**src/rtl/uiom_pkg.sv**
```systemverilog
// Constants and types for the upstream IO-or-memory window base register.
// Assumes a 32-bit APB slave port and setup/translated-base values from other core logic.
package uiom_pkg;
    localparam int UIOM_PADDR_W = 12;
    localparam logic [UIOM_PADDR_W-1:0] UIOM_BAR_OFS = 12'h058;
    localparam int UIOM_SPACE_BIT = 0;
    localparam int UIOM_TYPE_LSB = 1;
    localparam int UIOM_PREF_BIT = 3;
    localparam int UIOM_BASE_LSB = 6;
    localparam int UIOM_ADDR_MSB = 31;
    localparam int UIOM_BASE_W = UIOM_ADDR_MSB - UIOM_BASE_LSB + 1;
    localparam int UIOM_SETUP_EN_BIT = 31;
    localparam int UIOM_MEM_MIN_LSB = 12;
    localparam int UIOM_IO_MAX_LSB = 8;
    localparam logic [1:0] UIOM_TYPE_32 = 2'h0;
    localparam logic [1:0] UIOM_TYPE_64 = 2'h1;
    localparam logic [1:0] UIOM_RSVD_PAIR = 2'h0;
    localparam logic [UIOM_BASE_W-1:0] UIOM_BASE_RESET = 26'h0000000;
    localparam logic [31:0] UIOM_WORD_ZERO = 32'h00000000;
    typedef enum {UIOM_APB_IDLE, UIOM_APB_DONE} uiom_apb_state_t;
endpackage

```
**src/rtl/uiom_apb_slave.sv**
```systemverilog
// APB slave handshake for the single window base register.
// Assumes the master holds its request until pready is seen high.
`timescale 1ns/10ps
module uiom_apb_slave (
    input wire logic clk_in, // Core clock
    input wire logic arst_n_in, // Async reset, active low
    input wire logic psel_in, // APB select
    input wire logic penable_in, // APB enable
    input wire logic pwrite_in, // APB direction
    input wire logic [uiom_pkg::UIOM_PADDR_W-1:0] paddr_in, // APB byte address
    input wire logic [31:0] rd_word_in, // Current register image
    output logic [31:0] prdata_out, // Registered read data
    output logic pready_out, // Registered ready
    output logic pslverr_out, // Registered error
    output logic wr_take_out // Write to the register commits this edge
);
    import uiom_pkg::*;
    uiom_apb_state_t state;
    uiom_apb_state_t next_state;
    wire logic access_w = psel_in && penable_in;
    wire logic mapped_w = (paddr_in == UIOM_BAR_OFS);
    wire logic [31:0] next_prdata = (mapped_w && !pwrite_in) ? rd_word_in : UIOM_WORD_ZERO;

    // One wait state gives a registered answer without a combinational path to pready
    always_comb begin
        next_state = UIOM_APB_IDLE;
        unique case (state)
            UIOM_APB_IDLE: next_state = access_w ? UIOM_APB_DONE : UIOM_APB_IDLE;
            UIOM_APB_DONE: next_state = UIOM_APB_IDLE;
        endcase
    end

    assign wr_take_out = access_w && pready_out && pwrite_in && mapped_w;

    always_ff @(posedge clk_in or negedge arst_n_in) begin
        if (!arst_n_in) begin
            state <= UIOM_APB_IDLE;
            pready_out <= 1'b0;
            pslverr_out <= 1'b0;
            prdata_out <= UIOM_WORD_ZERO;
        end else begin
            state <= next_state;
            pready_out <= (state == UIOM_APB_IDLE) && access_w;
            pslverr_out <= (state == UIOM_APB_IDLE) && access_w && !mapped_w;
            prdata_out <= next_prdata;
        end
    end
endmodule

```
**src/rtl/uiom_decode.sv**
```systemverilog
// Upstream hit decode and direct address translation for one window.
// Assumes base and mask are already cut to the writable field.
`timescale 1ns/10ps
module uiom_decode (
    input wire logic clk_in, // Core clock
    input wire logic arst_n_in, // Async reset, active low
    input wire logic req_valid_in, // Request strobe
    input wire logic [31:0] req_addr_in, // Secondary-side address
    input wire logic req_io_in, // Request is IO space
    input wire logic win_en_in, // Window may claim
    input wire logic win_io_in, // Window lies in IO space
    input wire logic [uiom_pkg::UIOM_BASE_W-1:0] base_in, // Effective base
    input wire logic [uiom_pkg::UIOM_BASE_W-1:0] mask_in, // Decoded bits
    input wire logic [31:0] xlat_base_in, // Translated base
    output logic hit_out, // Registered hit pulse
    output logic [31:0] fwd_addr_out // Registered forwarded address
);
    import uiom_pkg::*;
    wire logic [UIOM_BASE_W-1:0] req_hi = req_addr_in[UIOM_ADDR_MSB:UIOM_BASE_LSB];
    wire logic [UIOM_BASE_W-1:0] xlat_hi = xlat_base_in[UIOM_ADDR_MSB:UIOM_BASE_LSB];
    wire logic match_w = ((req_hi ^ base_in) & mask_in) == UIOM_BASE_RESET;
    wire logic next_hit = req_valid_in && win_en_in && (req_io_in == win_io_in) && match_w;
    // Decoded bits come from the translated base, the offset inside the window passes through
    wire logic [UIOM_BASE_W-1:0] fwd_hi = (xlat_hi & mask_in) | (req_hi & ~mask_in);
    wire logic [31:0] next_fwd = {fwd_hi, req_addr_in[UIOM_BASE_LSB-1:0]};

    always_ff @(posedge clk_in or negedge arst_n_in) begin
        if (!arst_n_in) begin
            hit_out <= 1'b0;
            fwd_addr_out <= UIOM_WORD_ZERO;
        end else begin
            hit_out <= next_hit;
            fwd_addr_out <= next_hit ? next_fwd : fwd_addr_out;
        end
    end
endmodule

```
**src/rtl/uiom_window_bar.sv**
```systemverilog
// Upstream IO-or-memory window base register with its upstream decoder.
// Assumes setup and translated-base words come from core logic on the same clock.
//
// Register access over APB and the address map are this design's own decisions.
`timescale 1ns/10ps
module uiom_window_bar (
    input wire logic clk_in, // Core clock, 20 MHz
    input wire logic arst_n_in, // Async reset, active low
    input wire logic psel_in, // APB select
    input wire logic penable_in, // APB enable
    input wire logic pwrite_in, // APB direction, high writes
    input wire logic [uiom_pkg::UIOM_PADDR_W-1:0] paddr_in, // APB byte address
    input wire logic [31:0] pwdata_in, // APB write data
    input wire logic [3:0] pstrb_in, // APB byte lane strobes
    output logic [31:0] prdata_out, // APB read data
    output logic pready_out, // APB ready
    output logic pslverr_out, // APB error on unmapped address
    input wire logic [31:0] setup_in, // Companion setup register value
    input wire logic [31:0] xlat_base_in, // Companion translated-base value
    input wire logic req_valid_in, // Upstream request strobe
    input wire logic [31:0] req_addr_in, // Upstream request address
    input wire logic req_io_in, // Upstream request is IO space
    output logic hit_out, // Request one cycle back hit the window
    output logic [31:0] fwd_addr_out, // Translated upstream address
    output logic win_en_out // Window was able to claim one cycle back
);
    import uiom_pkg::*;

    logic [UIOM_BASE_W-1:0] base_q;
    logic [UIOM_BASE_W-1:0] next_base;
    logic [UIOM_BASE_W-1:0] wr_mask;
    logic [UIOM_BASE_W-1:0] lane_en;
    logic [31:0] rd_word;
    logic wr_take;

    wire logic win_io = setup_in[UIOM_SPACE_BIT];
    wire logic [1:0] setup_type = setup_in[UIOM_TYPE_LSB+1:UIOM_TYPE_LSB];

    // Reserved setup codes are never shown; software sees a plain 32-bit decoder then
    wire logic [1:0] type_rpt = (setup_type == UIOM_TYPE_64) ? UIOM_TYPE_64 : UIOM_TYPE_32;
    // An IO window is never prefetchable
    wire logic pref_rpt = setup_in[UIOM_PREF_BIT] && !win_io;

    // Writable-bit mask per base bit, from the setup register and the size limits
    genvar gi;
    generate
        for (gi = 0; gi < UIOM_BASE_W; gi++) begin : g_bit
            localparam int ABIT = gi + UIOM_BASE_LSB;
            // Top bit is always decoded: setup bit 31 is the enable, and 2GB is the largest window
            wire logic top_w = (ABIT == UIOM_ADDR_MSB);
            // IO windows stop at 256B, so every bit above it always decodes
            wire logic io_w = (ABIT >= UIOM_IO_MAX_LSB) || setup_in[ABIT];
            // Memory windows start at 4KB, so low bits never become writable
            wire logic mem_w = (ABIT >= UIOM_MEM_MIN_LSB) && setup_in[ABIT];
            assign wr_mask[gi] = top_w || (win_io ? io_w : mem_w);
            assign lane_en[gi] = pstrb_in[ABIT/8];
        end
    endgenerate

    // Bits that are not writable read as zero; base_q keeps them, so a shrunk window shows their old stored values again
    wire logic [UIOM_BASE_W-1:0] base_eff = base_q & wr_mask;
    wire logic [UIOM_BASE_W-1:0] wr_bits = wr_mask & lane_en;
    wire logic [UIOM_BASE_W-1:0] wdata_hi = pwdata_in[UIOM_ADDR_MSB:UIOM_BASE_LSB];
    wire logic setup_on = setup_in[UIOM_SETUP_EN_BIT];
    wire logic base_nonzero = (base_eff != UIOM_BASE_RESET);
    wire logic win_en = setup_on && base_nonzero;

    assign next_base = wr_take ? ((base_q & ~wr_bits) | (wdata_hi & wr_bits)) : base_q;
    assign rd_word = {base_eff, UIOM_RSVD_PAIR, pref_rpt, type_rpt, win_io};

    always_ff @(posedge clk_in or negedge arst_n_in) begin
        if (!arst_n_in) begin
            base_q <= UIOM_BASE_RESET;
            win_en_out <= 1'b0;
        end else begin
            base_q <= next_base;
            win_en_out <= win_en;
        end
    end

    uiom_apb_slave u_apb (
        .clk_in(clk_in),
        .arst_n_in(arst_n_in),
        .psel_in(psel_in),
        .penable_in(penable_in),
        .pwrite_in(pwrite_in),
        .paddr_in(paddr_in),
        .rd_word_in(rd_word),
        .prdata_out(prdata_out),
        .pready_out(pready_out),
        .pslverr_out(pslverr_out),
        .wr_take_out(wr_take)
    );

    uiom_decode u_dec (
        .clk_in(clk_in),
        .arst_n_in(arst_n_in),
        .req_valid_in(req_valid_in),
        .req_addr_in(req_addr_in),
        .req_io_in(req_io_in),
        .win_en_in(win_en),
        .win_io_in(win_io),
        .base_in(base_eff),
        .mask_in(wr_mask),
        .xlat_base_in(xlat_base_in),
        .hit_out(hit_out),
        .fwd_addr_out(fwd_addr_out)
    );

    // Helper terms read only by the checks below
    wire logic [UIOM_BASE_W-1:0] req_hi = req_addr_in[UIOM_ADDR_MSB:UIOM_BASE_LSB];
    wire logic [UIOM_BASE_W-1:0] xlat_hi = xlat_base_in[UIOM_ADDR_MSB:UIOM_BASE_LSB];
    wire logic chk_match = ((req_hi ^ base_eff) & wr_mask) == UIOM_BASE_RESET;
    wire logic [UIOM_BASE_W-1:0] chk_fwd_hi = (xlat_hi & wr_mask) | (req_hi & ~wr_mask);
    wire logic apb_done = psel_in && penable_in && pready_out;
    wire logic mem_low_set = !win_io && (wr_mask[UIOM_MEM_MIN_LSB-UIOM_BASE_LSB-1:0] != 6'h00);
    wire logic io_high_clr = win_io && (wr_mask[UIOM_BASE_W-1:UIOM_IO_MAX_LSB-UIOM_BASE_LSB]
        != 24'hffffff);
endmodule

```
**config.mk**
```make
export PLATFORM = sky130hd
export DESIGN_NAME = uiom_window_bar
export DESIGN_NICKNAME = d
export VERILOG_FILES = /design/src/rtl/uiom_pkg.sv /design/src/rtl/uiom_apb_slave.sv /design/src/rtl/uiom_decode.sv /design/src/rtl/uiom_window_bar.sv
export SDC_FILE = /design/constraint.sdc
export NUM_CORES = 1
export LEC_CHECK = 0
export BUFFER_PORTS_ARGS = -buffer_cell sky130_fd_sc_hd__buf_2
export CELL_PAD_IN_SITES_DETAIL_PLACEMENT = 2
export CELL_PAD_IN_SITES_GLOBAL_PLACEMENT = 2
export CORE_MARGIN = 8
export CORE_UTILIZATION = 28
export CTS_CLUSTER_DIAMETER = 40
export CTS_CLUSTER_SIZE = 24
export DETAILED_ROUTE_END_ITERATION = 10
export HOLD_SLACK_MARGIN = 0.05
export PLACE_DENSITY = 0.89
export SYNTH_ARGS = -nofsm -noshare
export SYNTH_HDL_FRONTEND = slang
export SYNTH_SLANG_ARGS = --single-unit
```
**constraint.sdc**
```tcl
create_clock -name clk_in -period 3 [get_ports clk_in]
set_clock_uncertainty 0.1 [all_clocks]
set_input_delay 0.45 -clock clk_in [delete_from_list [all_inputs] [get_ports clk_in]]
set_output_delay 0.45 -clock clk_in [all_outputs]
set_load 0.05 [all_outputs]
```
# Yosys cells after proc, flatten, opt, wreduce, memory -nomap -nowiden
# Cells that the tools add are included.
dict set report totals {
  output_inout_bits 68
  input_bits 151
  register_bits 126
  wordCells 69
}
dict set report classes {
  n_eq_ne 4
  n_mux 26
  n_reduce_logical 19
  bitwise 12
}
# op count
set op_table {}
lappend op_table {{$and A26 B26 Y26} 7}
lappend op_table {{$logic_not A32 Y1} 2}
lappend op_table {{$pmux W32 S2} 1}
lappend op_table {{$not A26 Y26} 2}
lappend op_table {{$or A26 B26 Y26} 2}
lappend op_table {{$eq A32 B1 Y1 const B} 1}
lappend op_table {{$mux W32} 1}
lappend op_table {{$logic_not A26 Y1} 1}
lappend op_table {{$reduce_bool A26 Y1} 1}
lappend op_table {{$xor A26 B26 Y26} 1}
lappend op_table {{$mux W1} 24}
lappend op_table {{$eq A12 B7 Y1 const B} 1}
lappend op_table {{$logic_and A1 B1 Y1} 12}
lappend op_table {{$logic_not A1 Y1} 3}
lappend op_table {{$eq A2 B1 Y1 const B} 1}
lappend op_table {{$eq A1 B1 Y1} 1}

# Logic depth before layout (Yosys ltp)
# Gate-level depths: netlist of run 1.
dict set report depth {
  word_depth 7
  mapped_depth 8
  depth_no_buf 6
}

# Modules after synthesis
# A second synthesis of run 1 with hierarchy kept.
dict set report unflattened {
  cells_unflattened 442
  hier_area_um2 5380.2
}
# mod instances cells_each seq_area_each_um2 area_each_um2
set modules_own_cells {}
lappend modules_own_cells {uiom_decode 1 161 825.8 2140.8}
lappend modules_own_cells {uiom_apb_slave 1 122 850.8 1624.1}
lappend modules_own_cells {uiom_window_bar 1 159 675.6 1615.3}

# Least setup slack after synthesis of run 1
# No wires, ideal clock.
dict set report synth_timing {
  kind {input-to-reg}
  from {in setup_in[0]}
  to {reg u_dec.fwd_addr_out[10]}
  cell_stages 8
  setup_time_ns 0.125
  slack_ns 0.725
  n_path_buf 2
  t_arrival_ns 2.050
  required_time_ns 2.775
  cell_sequence {buf_6 nor2_4 nor2_1 nor4_2 nand4_1 nor4b_4 buf_6 mux2_4}
}
dict set report synth_via {
  elab_chain_cells 7
  word_cells_on_any_way 36
  cone_classes {1 x eq/ne; 22 x mux; 7 x bitwise; 6 x reduce/logical}
}
# element line_no
set synth_rtl {}
lappend synth_rtl {{from (decl)} uiom_window_bar.sv:18} ;# input wire logic [31:0] setup_in,
lappend synth_rtl {{$mux W1} uiom_window_bar.sv:55} ;# assign wr_mask[gi] = top_w || (win_io ? io_w : mem_w);
lappend synth_rtl {{$and A26 B26 Y26} uiom_window_bar.sv:61} ;# wire logic [UIOM_BASE_W-1:0] base_eff = base_q & wr_mask;
lappend synth_rtl {{$reduce_bool A26 Y1} uiom_window_bar.sv:65} ;# wire logic base_nonzero = (base_eff != UIOM_BASE_RESET);
lappend synth_rtl {{$logic_and A1 B1 Y1} uiom_window_bar.sv:66} ;# wire logic win_en = setup_on && base_nonzero;
lappend synth_rtl {{$logic_and A1 B1 Y1 (3 in series)} uiom_decode.sv:22} ;# wire logic next_hit = req_valid_in && win_en_in && (req_io_in == win_io_in) && match_w;
lappend synth_rtl {{to (signal assigned)} uiom_decode.sv:33} ;# fwd_addr_out <= next_hit ? next_fwd : fwd_addr_out;
lappend synth_rtl {{to (decl)} uiom_decode.sv:16} ;# output logic [31:0] fwd_addr_out
# Several ways; a longest one is shown, not always the timed one.
# A chain may end at the register's enable or synchronous reset.

==> out/metrics.csv, run 1 <==
metric,value,unit
number of max-cap violations,0,
post-CTS setup-driven buffer insertion count,0,
end of the worst register-to-register path,u_dec.fwd_addr_out[19],
portion of synthesized cell area occupied by the leading cell type,0.496,
combined area of the multi-input logic cells,2210,um2
number of global-route vias before repair,4803,
Synth cell types,32,
pre-CTS worst setup slack,0.138,ns
number of cells on the worst reg-to-reg path,7,
Hold Path Class,input pin to async pin,
critical path buffer and inverter count,2,
CTS tree,built,
Adder-Cell Fraction of Synth Area,0,
share of total power in the clock network,0.417,
Routed wire per std cell,23.8,um
CTS buffer count,9,
sequential cell fraction of total power,0.470,
Remaining DRCs,0,
number of nets at the end of the flow,729,
Die ar.,20800,um2
prevailing post-synth register cell,dfrtp_1,
internal power consumption,1.96,mW
setup violators final,0,
remaining global-route overflow,0,
top cell type by total area after synthesis,dfrtp_1,
maximum clock frequency,0.392,GHz
initial antenna violation count,5,
Cell Rows,47,
top cell family by delay on the critical path,simple AND/OR/NAND/NOR gates,
number of pins exceeding their max-slew limit in the final report,0,
horizontal die dimension,144,um
layout cells sized above 1,0.540,
dominant combinational cell family by area after synthesis,multiplexers,
gate count after technology mapping,371,
setup TNS,0,ns
total clock sinks,91,
initial core utilization,0.282,
critical path start-end classification,flip-flop to flip-flop,
filler instances,1739,
violation count after the first detailed-route iteration,181,
worst path arrival time,2.68,ns
unrepaired setup endpoints after global routing,false,
clock slew at reported path FFs,0.06,ns
vertical die dimension,144,um
leading post-synthesis cells by cell area,"dfrtp_1 (50%), mux2_2 (13%), mux2_4 (9.8%)",
depth of the CTS H-tree,3,
fraction of power spent switching nets,0.250,
area of the placeable core,16300,um2
final critical-path setup slack,0.449,ns
Area Overhead vs Synth,34.6,%
worst-margin pin slew,0.729,ns
global routing usage summed across all routing layers,0.187,
"Max stage delay cell, worst path",dfrtp_1,
"synthesized-area fraction occupied by ao, oa, aoi and oai cells",0.0509,
kind of start point of the critical path,flip-flop,
count of vias placed by the detailed router,3993,
most frequently used cell type in the post-synthesis netlist,dfrtp_1,
Final Hold Viols,0,
FF/Latch Area,2280,um2
Max transition margin,0.514,
type of destination of the critical path,flip-flop,
CTS resizes,0,
"FF+latch count, synth",91,
Power per Cell Area,423,nW/um2
routed vias/inst,4.95,
R2R setup slack,0.45,ns
fraction of the cycle the final worst path needs,0.850,
WP data required,3.13,ns
wire length of the first global-routing pass,28600,um
Detailed Route WL,19200,um
Async SR Flop Fraction,1.00,
number of search-and-repair iterations in the first detailed-routing pass,4,
Synth Warn #,0,
final core area utilization,0.380,
leading cell types by count after synthesis,"dfrtp_1 (91), mux2_2 (53), nor2_1 (34)",
simple-gate share of the synthesized area,0.149,
Pleak,3.17,nW
hold_buf cts,0,
Final Critical Period,2.55,ns
count of flip-flops with a built-in enable after synthesis,0,
"antenna viol nets, final",0,
xor and xnor fraction of the mapped netlist area,0.0515,
critical-path maximum fanout,8,
sequential-to-total area share from yosys stat,0.496,
Clock Path Buffers,2,
part of the total power dissipated in combinational logic,0.113,
HPWL reported at the end of detailed placement,15300,um
portion of netlist area occupied by mux cells,0.228,
clock root cell,clkbuf_16,
routability congestion estimate from global placement,0.863,
buffers added on ports,197,
switching power,0.654,mW
number of top-level pins,219,
critical path cell sequence,xor2_1 -> nor4_1 -> a21boi_0 -> buf_4 -> nor4b_4 -> buf_4 -> mux2_4,
Syn Std Cell Area,4590,um2
maximum cell stage delay along the critical path,0.44,ns
result of the run,completed,
cell seen most often among critical-path stages,buf_4,
average instance area after synthesis,12.4,um2
maximum VDD drop,0.241,mV
largest net degree at the start of global routing,52,
latest clock arrival within the worst-skew pair,0.35,ns
==> cell usage in the layout (no fill, tap or decap), types with 3 or more instances in the layout <==
cell and count:
a22oi_1 11, nor2_2 3, clkbuf_1 3, nand2_1 8, and2_1 7, mux2_2 53
dfrtp_1 91, nor2_1 34, buf_2 196, nor4b_1 22, o21ai_0 22, mux2_4 30
buf_12 3, and3_1 5, conb_1 3, diode_2 3, nand3_1 6, nor3_1 5
xor2_1 7, xnor2_1 20, buf_4 13, nand4_1 4, nor4_1 10, clkbuf_16 9
==> layer usage <==
metal,track usage,vias to the layer above,part of all wire
met5,0,-,0.0015
met4,0.100,6,0.035
met3,0.0436,46,0.062
li1,-,1762,-
met1,0.200,2043,0.38
met2,0.334,136,0.52
==> kinds of logic after synthesis <==
group	Yosys count
flip-flops	91
AND/OR/NAND/NOR	112
buffers and inverters	18
multiplexers	83
other	1
XOR/XNOR	27
AO/OA/AOI/OAI	39
==> worst register-to-register path, cell delays in order (launching register included) <==
cell and delay, ns:
dfrtp_1 0.44, xor2_1 0.19, nor4_1 0.29, a21boi_0 0.17, buf_4 0.18, nor4b_4 0.44
buf_4 0.30, mux2_4 0.33
==> per-stage QoR <==
stage                     area, um2  power (mW)  instances  hold slack [ns]
final                          6180        2.62        806           0.0424
after global routing           6180        2.72        805           0.0967
after CTS                      6180        2.66        803           0.0796
after detailed placement       5900        1.55        787            0.386
after global placement         5900        1.53        787            0.363
after floorplan                4600        1.37        373           0.0544
==> cell type report <==
type,count,area share
multi-input cells,264,0.358
clock inverters,2,0.00162
clock buffers,14,0.0427
well taps,220,0.0445
flip-flops and latches,91,0.368
diodes,3,0.00121
repair buffers,212,0.184
==> worst max-delay path by stage <==
stage / startpoint / end / slack [ns] / depth (start not counted)
2_1_floorplan: setup_in[0] / u_dec.fwd_addr_out[10] / 0.73 / 8
3_3_place_gp: setup_in[0] / u_dec.fwd_addr_out[20] / 0.29 / 9
3_5_place_dp: setup_in[0] / u_dec.fwd_addr_out[19] / 0.14 / 9
4_1_cts: flip-flop / u_dec.fwd_addr_out[19] / 0.42 / 7
5_1_grt: flip-flop / u_dec.fwd_addr_out[17] / 0.36 / 7
6_report: flip-flop / u_dec.fwd_addr_out[19] / 0.45 / 7
==> power by group through the flow <==
stage          Combinational (mW)  Sequential [mW]  Clock (mW)
6_report                    0.296             1.23        1.09
5_1_grt                     0.321             1.23        1.17
4_1_cts                     0.299             1.23        1.13
3_5_place_dp                0.297             1.25           0
3_3_place_gp                0.280             1.25           0
2_1_floorplan               0.108             1.26           0
Power figures use the tool's default switching activity.
==> run 2, diff against run 1 <==
- CELL_PAD_IN_SITES_DETAIL_PLACEMENT: 2 -> 0
- CTS_CLUSTER_SIZE: 24 -> default
==> run 2 against run 1 <==
  * Power is 2.2% lower
  * Critical path depth stayed put
  * Clock-buffer cell count shrank 1
  * Clock power is 4% lower
  * Die area stayed put
  * Register-to-register slack gained 0.11 ns
  * Sequential power is essentially flat
  * Fmax rose by 4.5%
  * Via count fell by 5.6%
==> out/metrics.csv, run 2 (same netlist as run 1, synthesis figures left out) <==
metric,value,unit,change
vertical die dimension,144,um,unchanged
Hold Path Class,input pin to async pin,,
worst-margin pin slew,0.693,ns,-0.0357 ns
number of cells on the worst reg-to-reg path,7,,unchanged
routed vias/inst,4.69,,-5.2%
setup violators final,0,,unchanged
number of nets at the end of the flow,729,,unchanged
highest-count cells in the layout ignoring fill and taps,"buf_2 (196), dfrtp_1 (91), mux2_2 (53)",,
largest net degree at the start of global routing,52,,unchanged
total clock sinks,91,,unchanged
latest clock arrival within the worst-skew pair,0.35,ns,about the same
worst path arrival time,2.57,ns,-0.11 ns
critical path start-end classification,flip-flop to flip-flop,,
number of global-route vias before repair,4123,,-14%
kind of start point of the critical path,flip-flop,,
HPWL reported at the end of detailed placement,12700,um,-17%
type of destination of the critical path,flip-flop,,
area of the placeable core,16300,um2,unchanged
number of search-and-repair iterations in the first detailed-routing pass,4,,unchanged
Power per Cell Area,415,nW/um2,-1.9%
Area Overhead vs Synth,34.3,%,
number of pins exceeding their max-slew limit in the final report,0,,unchanged
WP data required,3.13,ns,about the same
Pleak,3.16,nW,-0.35%
result of the run,completed,,
hold_buf cts,0,,unchanged
final non-filler cell total,803,,-0.37%
Routed wire per std cell,19.8,um,-17%
buffers added on ports,197,,unchanged
initial antenna violation count,4,,-1
global routing usage summed across all routing layers,0.153,,-0.0336
Remaining DRCs,0,,unchanged
CTS buffer count,9,,unchanged
R2R setup slack,0.56,ns,+0.11 ns
critical-path maximum fanout,8,,unchanged
maximum VDD drop,0.248,mV,+2.7%
layout cells sized above 1,0.540,,-0.000790
initial core utilization,0.282,,unchanged
routability congestion estimate from global placement,0.863,,unchanged
count of vias placed by the detailed router,3770,,-5.6%
most common library cell in the layout ignoring fill and taps,buf_2,,
Clock Path Buffers,2,,unchanged
Final Hold Viols,0,,unchanged
depth of the CTS H-tree,3,,unchanged
end of the worst register-to-register path,u_dec.fwd_addr_out[20],,
number of max-cap violations,0,,unchanged
maximum clock frequency,0.410,GHz,+4.5%
Die ar.,20800,um2,unchanged
remaining global-route overflow,0,,unchanged
horizontal die dimension,144,um,unchanged
setup TNS,0,ns,unchanged
clock slew at reported path FFs,0.06,ns,about the same
filler instances,1641,,-5.6%
number of top-level pins,219,,unchanged
"final std cell area, no fill",6170,um2,-0.26%
fraction of the cycle the final worst path needs,0.814,,-0.0368
CTS tree,built,,
Max transition margin,0.538,,+0.0238
unrepaired setup endpoints after global routing,false,,
post-CTS setup-driven buffer insertion count,0,,unchanged
Final Critical Period,2.44,ns,-0.111 ns
wire length of the first global-routing pass,23500,um,-18%
clock root cell,clkbuf_16,,
Detailed Route WL,15900,um,-17%
cell count after placement,787,,unchanged
post-detailed-placement cell area,5900,um2,unchanged
"antenna viol nets, final",0,,unchanged
violation count after the first detailed-route iteration,147,,-19%
total power consumption of the routed design,2.56,mW,-2.2%
CTS resizes,0,,unchanged
Cell Rows,47,,unchanged
-- run 2: area by class of cell --
class / instances / area (um2) / share of cell area
Multi-Input combinational cell: 264 / 2210 / 0.359
Clock buffer: 13 / 250 / 0.0406
Sequential cell: 91 / 2280 / 0.369
Timing Repair Buffer: 212 / 1140 / 0.185
Antenna cell: 1 / 2.50 / 0.000406
Tap cell: 220 / 275 / 0.0446
Clock inverter: 2 / 12.5 / 0.00203
-- run 2: stage by stage --
step	setup WS, ns	util	hold slack [ns]
after floorplan	0.725	-	0.0544
after global placement	0.293	0.362	0.363
after detailed placement	0.264	0.362	0.366
after CTS	0.525	0.379	0.0790
after global routing	0.391	0.379	0.0985
final	0.559	0.379	0.0475
-- run 2: worst max-delay path by stage --
stage | from | end | slack, ns | cells after the start
final | flip-flop | u_dec.fwd_addr_out[20] | 0.56 | 7
after global placement | setup_in[0] | u_dec.fwd_addr_out[20] | 0.29 | 9
after global routing | flip-flop | u_dec.fwd_addr_out[20] | 0.39 | 7
after CTS | flip-flop | u_dec.fwd_addr_out[19] | 0.52 | 7
after detailed placement | setup_in[0] | u_dec.fwd_addr_out[24] | 0.26 | 9
after floorplan | setup_in[0] | u_dec.fwd_addr_out[10] | 0.73 | 8
-- run 2: critical path, cell delays in order, from the launching register on --
cell and delay, ns:
dfrtp_1 0.44, xor2_1 0.18, nor4_1 0.26, a21boi_0 0.15
buf_4 0.17, nor4b_4 0.40, buf_4 0.30, mux2_4 0.32
-- run 2: report_power, final --
part	internal [mW]	leakage (nW)	switching, mW
clock	0.580	0.126	0.470
combinational	0.127	1.76	0.153
sequential	1.23	1.27	0.000873
-- run 2: metal layers --
layer	routed length [um]	GRT usage
met1	6360	0.178
met2	7830	0.255
met3	1240	0.0472
met4	425	0.0664
met5	41	0
